`config.mk`:
```
export PLATFORM = sky130hd
export DESIGN_NAME = tcps_top
export DESIGN_NICKNAME = d
export VERILOG_FILES = /design/src/design/tcps_pkg.sv /design/src/design/tcps_sync3.sv /design/src/design/tcps_top.sv
export SDC_FILE = /design/constraint.sdc
export NUM_CORES = 1
export LEC_CHECK = 0
export BUFFER_PORTS_ARGS = -buffer_cell sky130_fd_sc_hd__buf_2
export CAP_MARGIN = 10
export CORE_MARGIN = 2
export CORE_UTILIZATION = 40
export DETAILED_ROUTE_END_ITERATION = 7
export PLACE_DENSITY = 0.64
export SETUP_SLACK_MARGIN = 0.02
export SYNTH_ARGS = -nofsm -noshare
export SYNTH_HDL_FRONTEND = slang
export SYNTH_SLANG_ARGS = --single-unit
```
`constraint.sdc`:
```
create_clock -name clk_sys -period 5.2 [get_ports clk_sys]
set_clock_uncertainty 0.05 [all_clocks]
set_input_delay 0.52 -clock clk_sys [delete_from_list [all_inputs] [get_ports clk_sys]]
set_output_delay 0.52 -clock clk_sys [all_outputs]
set_load 0.1 [all_outputs]
```
`src/design/tcps_pkg.sv`:
```
// constants for the timer clock select and prescaler front end
// Operation
// RULE1 - external count input passes a bus-clock synchronizer before its edges count
// RULE2 - external source runs at most a quarter of the bus clock frequency
// RULE3 - source field bits 5:4: 00 bus, 01 fixed clock, 10 falling, 11 rising pin
// RULE4 - source change while running keeps count and continues on new source
// RULE5 - prescale field bits 3:0 divides source by two to the field value
// RULE6 - prescale codes above 1000 divide by 256
// RULE7 - prescale change while running keeps count and continues at new rate
// RULE8 - reset clears prescale and source fields: bus clock, divide by one
// RULE9 - config bits 7:6 read zero and ignore writes
// RULE10 - counter runs and accepts ticks only while its stop bit is clear
// RULE11 - prescaler output is a one-cycle count-enable pulse per division period
// RULE12 - fixed clock and pin edges become one-cycle pulses, one advance per edge
package tcps_pkg;
	localparam logic [1:0] TIMER_CLOCK_CONFIG_OFS = 2'h0;
	localparam logic [1:0] TIMER_CTRL_OFS         = 2'h1;
	localparam logic [1:0] TIMER_STATUS_OFS       = 2'h2;
	localparam int         SRC_LSB                = 4;
	localparam int         PS_LSB                 = 0;
	localparam logic [1:0] SRC_RESET              = 2'h0;
	localparam logic [3:0] PS_RESET               = 4'h0;
	localparam logic [3:0] PS_MAX                 = 4'h8;
	localparam logic       STOP_RESET             = 1'h1;
	localparam int         PRESCALE_BITS          = 8;
	localparam logic [7:0] PRE_RESET              = 8'h00;
	typedef enum logic [3:0] {
		TCPS_SRC_BUS  = 4'h1,
		TCPS_SRC_FIX  = 4'h2,
		TCPS_SRC_FALL = 4'h4,
		TCPS_SRC_RISE = 4'h8
	} tcps_src_e;
endpackage

```
`src/design/tcps_sync3.sv`:
```
// three-stage synchronizer with agreement filter for an asynchronous level
`timescale 1ns/1ps
`default_nettype none
module tcps_sync3 (
	input  wire logic clk_sys,
	input  wire logic sys_rst,
	input  wire logic async_in,
	output var  logic level_out
);
	logic s1_ff;
	logic s2_ff;
	logic s3_ff;
	logic level_ff;
	logic nxt_level;

	// change counts only once stage two and three agree
	assign nxt_level = (s2_ff == s3_ff) ? s3_ff : level_ff;

	always_ff @(posedge clk_sys) begin
		if (sys_rst) begin
			s1_ff    <= 1'b0;
			s2_ff    <= 1'b0;
			s3_ff    <= 1'b0;
			level_ff <= 1'b0;
		end else begin
			s1_ff    <= async_in;
			s2_ff    <= s1_ff;
			s3_ff    <= s2_ff;
			level_ff <= nxt_level;
		end
	end

	assign level_out = level_ff;
endmodule
`default_nettype wire

```
`src/design/tcps_top.sv`:
```
// clock source select and power-of-two prescaler feeding the modulo timer counter
`timescale 1ns/1ps
`default_nettype none
module tcps_top #(
	parameter int PRE_W = tcps_pkg::PRESCALE_BITS
) (
	input  wire logic       clk_sys,
	input  wire logic       sys_rst,
	input  wire logic [1:0] reg_addr,
	input  wire logic [7:0] reg_wdata,
	input  wire logic       reg_wr,
	input  wire logic       reg_rd,
	output var  logic [7:0] reg_rdata,
	input  wire logic       fixed_freq_clock,
	input  wire logic       ext_count_input,
	output var  logic       count_enable,
	output var  logic       counter_active
);
	logic [1:0]       src_ff;
	logic [3:0]       ps_ff;
	logic             stop_ff;
	logic             active_ff;
	logic [7:0]       rdata_ff;
	logic [PRE_W-1:0] pre_ff;
	logic [PRE_W-1:0] nxt_pre;
	logic             fix_d_ff;
	logic             ext_d_ff;
	logic             tick_ff;
	logic             nxt_tick;
	logic             fix_lvl;
	logic             ext_lvl;
	logic             fix_rise;
	logic             ext_rise;
	logic             ext_fall;
	logic             src_pulse;
	logic             sel_cfg;
	logic             sel_ctl;
	logic             sel_sts;
	logic [3:0]       ps_eff;
	logic [PRE_W:0]   pre_ext;
	logic             div_done;
	logic [7:0]       nxt_rdata;
	tcps_pkg::tcps_src_e src_oh;

	// both slow inputs come from outside the bus clock domain
	tcps_sync3 u_sync_ext ( // RULE1
		.clk_sys   (clk_sys),
		.sys_rst   (sys_rst),
		.async_in  (ext_count_input),
		.level_out (ext_lvl)
	);
	tcps_sync3 u_sync_fix (
		.clk_sys   (clk_sys),
		.sys_rst   (sys_rst),
		.async_in  (fixed_freq_clock),
		.level_out (fix_lvl)
	);

	// address decode
	assign sel_cfg = (reg_addr == tcps_pkg::TIMER_CLOCK_CONFIG_OFS);
	assign sel_ctl = (reg_addr == tcps_pkg::TIMER_CTRL_OFS);
	assign sel_sts = (reg_addr == tcps_pkg::TIMER_STATUS_OFS);

	// one-cycle edge pulses, so each edge advances the prescaler once
	assign fix_rise = fix_lvl & ~fix_d_ff; // RULE12
	assign ext_rise = ext_lvl & ~ext_d_ff; // RULE12
	assign ext_fall = ~ext_lvl & ext_d_ff; // RULE12

	// source decode into one-hot
	assign src_oh = (src_ff == 2'h1) ? tcps_pkg::TCPS_SRC_FIX : // RULE3
	                (src_ff == 2'h2) ? tcps_pkg::TCPS_SRC_FALL :
	                (src_ff == 2'h3) ? tcps_pkg::TCPS_SRC_RISE :
	                tcps_pkg::TCPS_SRC_BUS;

	always_comb begin
		case (src_oh)
			tcps_pkg::TCPS_SRC_FIX:  src_pulse = fix_rise;
			tcps_pkg::TCPS_SRC_FALL: src_pulse = ext_fall;
			tcps_pkg::TCPS_SRC_RISE: src_pulse = ext_rise;
			default:                 src_pulse = 1'b1;
		endcase
	end

	// codes above eight clamp to the largest division
	assign ps_eff = (ps_ff > tcps_pkg::PS_MAX) ? tcps_pkg::PS_MAX : ps_ff; // RULE6

	// divide by 2**ps: done when the low ps bits of the advanced count are zero
	assign pre_ext  = {1'b0, pre_ff} + {{PRE_W{1'b0}}, 1'b1};
	assign div_done = ((pre_ext & ((({{PRE_W{1'b0}}, 1'b1}) << ps_eff) - 1'b1))
	                   == '0); // RULE5
	// prescaler is not cleared on reconfiguration, the new rate just applies
	assign nxt_pre  = (src_pulse & ~stop_ff) ? pre_ext[PRE_W-1:0] : pre_ff; // RULE4 RULE7
	assign nxt_tick = src_pulse & ~stop_ff & div_done; // RULE10 RULE11

	// read mux; upper config bits always zero
	assign nxt_rdata = sel_cfg ? {2'h0, src_ff, ps_ff} : // RULE9
	                   sel_ctl ? {7'h00, stop_ff} :
	                   sel_sts ? {3'h0, ext_lvl, fix_lvl, src_oh == tcps_pkg::TCPS_SRC_BUS,
	                              tick_ff, ~stop_ff} :
	                   8'h00;

	// configuration registers
	always_ff @(posedge clk_sys) begin
		if (sys_rst) begin
			src_ff  <= tcps_pkg::SRC_RESET; // RULE8
			ps_ff   <= tcps_pkg::PS_RESET; // RULE8
			stop_ff <= tcps_pkg::STOP_RESET;
			active_ff <= ~tcps_pkg::STOP_RESET;
		end else if (reg_wr && sel_cfg) begin
			src_ff <= reg_wdata[tcps_pkg::SRC_LSB +: 2]; // RULE3
			ps_ff  <= reg_wdata[tcps_pkg::PS_LSB +: 4]; // RULE5
		end else if (reg_wr && sel_ctl) begin
			stop_ff <= reg_wdata[0]; // RULE10
			active_ff <= ~reg_wdata[0]; // RULE10
		end
	end

	// prescaler, edge history and outputs
	always_ff @(posedge clk_sys) begin
		if (sys_rst) begin
			pre_ff   <= PRE_W'(tcps_pkg::PRE_RESET);
			fix_d_ff <= 1'b0;
			ext_d_ff <= 1'b0;
			tick_ff  <= 1'b0;
			rdata_ff <= 8'h00;
		end else begin
			pre_ff   <= nxt_pre;
			fix_d_ff <= fix_lvl;
			ext_d_ff <= ext_lvl;
			tick_ff  <= nxt_tick;
			rdata_ff <= reg_rd ? nxt_rdata : 8'h00;
		end
	end

	assign count_enable   = tick_ff;
	assign counter_active = active_ff;
	assign reg_rdata      = rdata_ff;
endmodule
`default_nettype wire

```
==> qor.yml <==
run_status:
  status: "completed"
die:
  start_util_pct: 41.6
  dieHeight_microns: 65.7
  io_pins: 26
  die_width_microns: 65.7
  core_sq_um: 3660
  die-area_sq_um: 4310
  rows: 22
clock_tree:
  cts_tree: "yes"
  cts.clk_slew.worst_paths_ps: 60
  clk_latency_ps: 280
  postCtsHoldBufs: 0
  clk_path_buf_depth: 2
  clock-root-buffer: "clkbuf_8"
  ctsResizeCount: 0
  cts.sinks: 33
  cts_max_level: 2
  post_cts_buffers: 0
  cts_buffers: 5
worst_hold_path:
  hold_path.class: "flip-flop to flip-flop"
  hp-start: "u_sync_ext.s1_ff"
yosys:
  synth.distinct_cells: 42
  netlist_instances: 164
  yosysSeqAreaShare_pct: 43.4
  synth_seq_cells: 33
  yosys_warnings: 0
  syn_avg_cell_area_sq_um: 9.28
  syn_area_sq_um: 1520
placed_design:
  dp.cells: 223
  portBuffers: 21
  gp_congestion: 0.761
  dpl_worst_slack_ps: 3120
  dpl.hpwl_microns: 2000
timing:
  hold_slack_ps: 389
  fmax_mhz: 478
  drv_slew: 0
  relSlewSlack_pct: 58.9
  setup_ws_ps: 3110
  rsz0062_at_grt: "false"
  finalCritPeriodShare_pct: 40.2
  tightest_slew_ps: 614
  setup_viol: 0
  final_hold_viol_count: 0
  fin_setup_tns_ps: 0
  min_period_ps: 2090
layout:
  layout_commonest_cell: "dfxtp_1"
  area_growth_pct: 11.7
  fin_cells: 229
  diodes: 0
  layout_common_cells: "33 x dfxtp_1, 24 x nor2_1, 21 x buf_2, 11 x mux2i_1, 10 x nor2b_1"
  drive_above_1_share_pct: 19.3
  nFillCells: 348
  final_nets: 200
drt:
  first_pass_iters: 4
  wl_per_cell_microns: 12.1
  final_antenna_net_count: 0
  drc: 0
  vias: 1139
  drt-vias-per-instance: 4.97
  drtIter0Drc: 27
  wl_microns: 2780
grt:
  grt_overflow: 0
  grtUsageTotal_pct: 14.1
  grt_pass1_vias: 1065
  grt_pass1_wl_microns: 4570
  antenna_found_initial: 0
  grt_max_degree: 32
power:
  p_switching_mw: 0.126
  p_int_mw: 0.364
  swShare_pct: 25.7
  p_clk_share_pct: 35.3
  power.leakage_nw: 0.691
  powerDensity_nw_per_um2: 289
  finalPower_mw: 0.490
  pwr-share-seq_pct: 53.8
  combPwrFrac_pct: 10.9
  ir_drop_uv: 105
setup_path:
  crit_start: "ps_ff[1]"
  r2r_start: "ps_ff[1]"
  worstSetupPathType: "flip-flop to flip-flop"
  crit_arrival_ps: 2210
  worstSetupStartpointType: "flip-flop"
  cp_data_required_time_ps: 5320
  end_kind: "flip-flop"
  path_max_fanout: 8
run:
  maxCapViolations: 0
[routing by layer]
layer  vias up  wire (microns)  global-route usage [%]
met5         -               0                       0
met4         0              36                    5.47
met3         4             165                    5.48
met2        29            1260                    23.7
met1       511            1320                    15.9
li1        595               -                       -
[path summary, 6_finish.rpt]
| path | end | slack (ps) | cells past startpoint |
|---|---|---|---|
| setup / recovery | count_enable | 3110 | 7 |
| hold / removal | u_sync_ext.s2_ff | 390 | 1 |
| setup reg to reg | count_enable | 3110 | 7 |
| hold reg to reg | u_sync_ext.s2_ff | 390 | 1 |
[state kept, by name (all words and copies together), names as in the netlist]
signal                count
u_sync_ext.s1_ff          1
ext_d_ff                  1
pre_ff                    8
u_sync_fix.s3_ff          1
u_sync_ext.level_out      1
stop_ff                   1
u_sync_ext.s3_ff          1
u_sync_fix.level_out      1
u_sync_ext.s2_ff          1
u_sync_fix.s2_ff          1
src_ff                    2
ps_ff                     4
fix_d_ff                  1
reg_rdata                 6
u_sync_fix.s1_ff          1
counter_active            1
count_enable              1
[power by group through the flow]
| stage | logic (mW) | clock network (mW) | registers [mW] |
|---|---|---|---|
| finish | 0.0532 | 0.173 | 0.264 |
| global route | 0.0578 | 0.189 | 0.265 |
| CTS | 0.0539 | 0.179 | 0.264 |
| detailed placement | 0.0537 | 0 | 0.270 |
| global placement | 0.0522 | 0 | 0.269 |
| floorplan | 0.0369 | 0 | 0.276 |
[logic make-up (layout without fill, tap and decap cells)]
family,count (synthesis),after routing,synth area share [%]
XOR/XNOR,10,10,5.76
AND/OR/NAND/NOR,64,64,23.2
buffers and inverters,14,30,5.02
multiplexers,12,12,7.98
AO/OA/AOI/OAI,28,28,12.7
adder cells (fa/ha/maj),2,2,1.64
other,1,2,0.246
flip-flops,33,33,43.4
[through the flow]
| stage | util [%] | area, sq um |
|---|---|---|
| after floorplan | - | 1530 |
| after detailed placement | 44.4 | 1630 |
| after global routing | 46.4 | 1700 |
| after CTS | 46.4 | 1700 |
| after global placement | 44.4 | 1630 |
| final | 46.4 | 1700 |
[cell type report]
type / count / area (sq um) / share of cell area (%)
clock buffers: 5 / 68.8 / 4.05
clock inverters: 1 / 5.00 / 0.295
inverters: 3 / 11.3 / 0.663
multi-input cells: 118 / 788 / 46.4
flip-flops and latches: 33 / 661 / 38.9
well taps: 48 / 60.1 / 3.53
repair buffers: 21 / 105 / 6.19
[cell usage after synthesis]
cell type / count / area (sq um)
a31oi_1: 1 / 6.26
ha_1: 2 / 25.0
or4_1: 2 / 15.0
nand3b_1: 1 / 7.51
a22oi_1: 1 / 7.51
nor2_1: 24 / 90.1
or3b_2: 1 / 8.76
a221oi_2: 1 / 15.0
o21ai_2: 1 / 8.76
buf_2: 1 / 5.00
and3_1: 4 / 25.0
nand2_1: 4 / 15.0
nor3b_1: 2 / 15.0
clkbuf_1: 6 / 22.5
o221ai_1: 1 / 8.76
nor3b_2: 1 / 12.5
nand3_1: 3 / 15.0
nand4_1: 1 / 6.26
buf_4: 2 / 15.0
nand4b_1: 1 / 8.76
dfxtp_1: 33 / 661
nor4b_1: 1 / 8.76
mux2i_1: 11 / 110
conb_1: 1 / 3.75
o21ai_1: 2 / 10.0
xor2_1: 4 / 35.0
o211ai_1: 3 / 22.5
buf_6: 2 / 22.5
o21a_1: 4 / 30.0
o21ai_0: 7 / 35.0
xnor2_1: 6 / 52.6
a21oi_2: 1 / 8.76
mux2_2: 1 / 11.3
and3b_1: 1 / 8.76
nor2b_1: 10 / 62.6
nand2b_1: 3 / 18.8
and4_1: 1 / 8.76
nor3_1: 3 / 15.0
o21ai_4: 1 / 16.3
inv_1: 3 / 11.3
or4_4: 1 / 11.3
a21oi_1: 5 / 25.0
[worst max-delay path, cell delays in order, from the launching register on]
cell and delay, ps:
dfxtp_1 380, or4_4 580, ha_1 260, nor3_1 170, a21oi_1 60, o21ai_0 170, a22oi_1 110, and4_1 210
(Power assumes the default switching activity.)
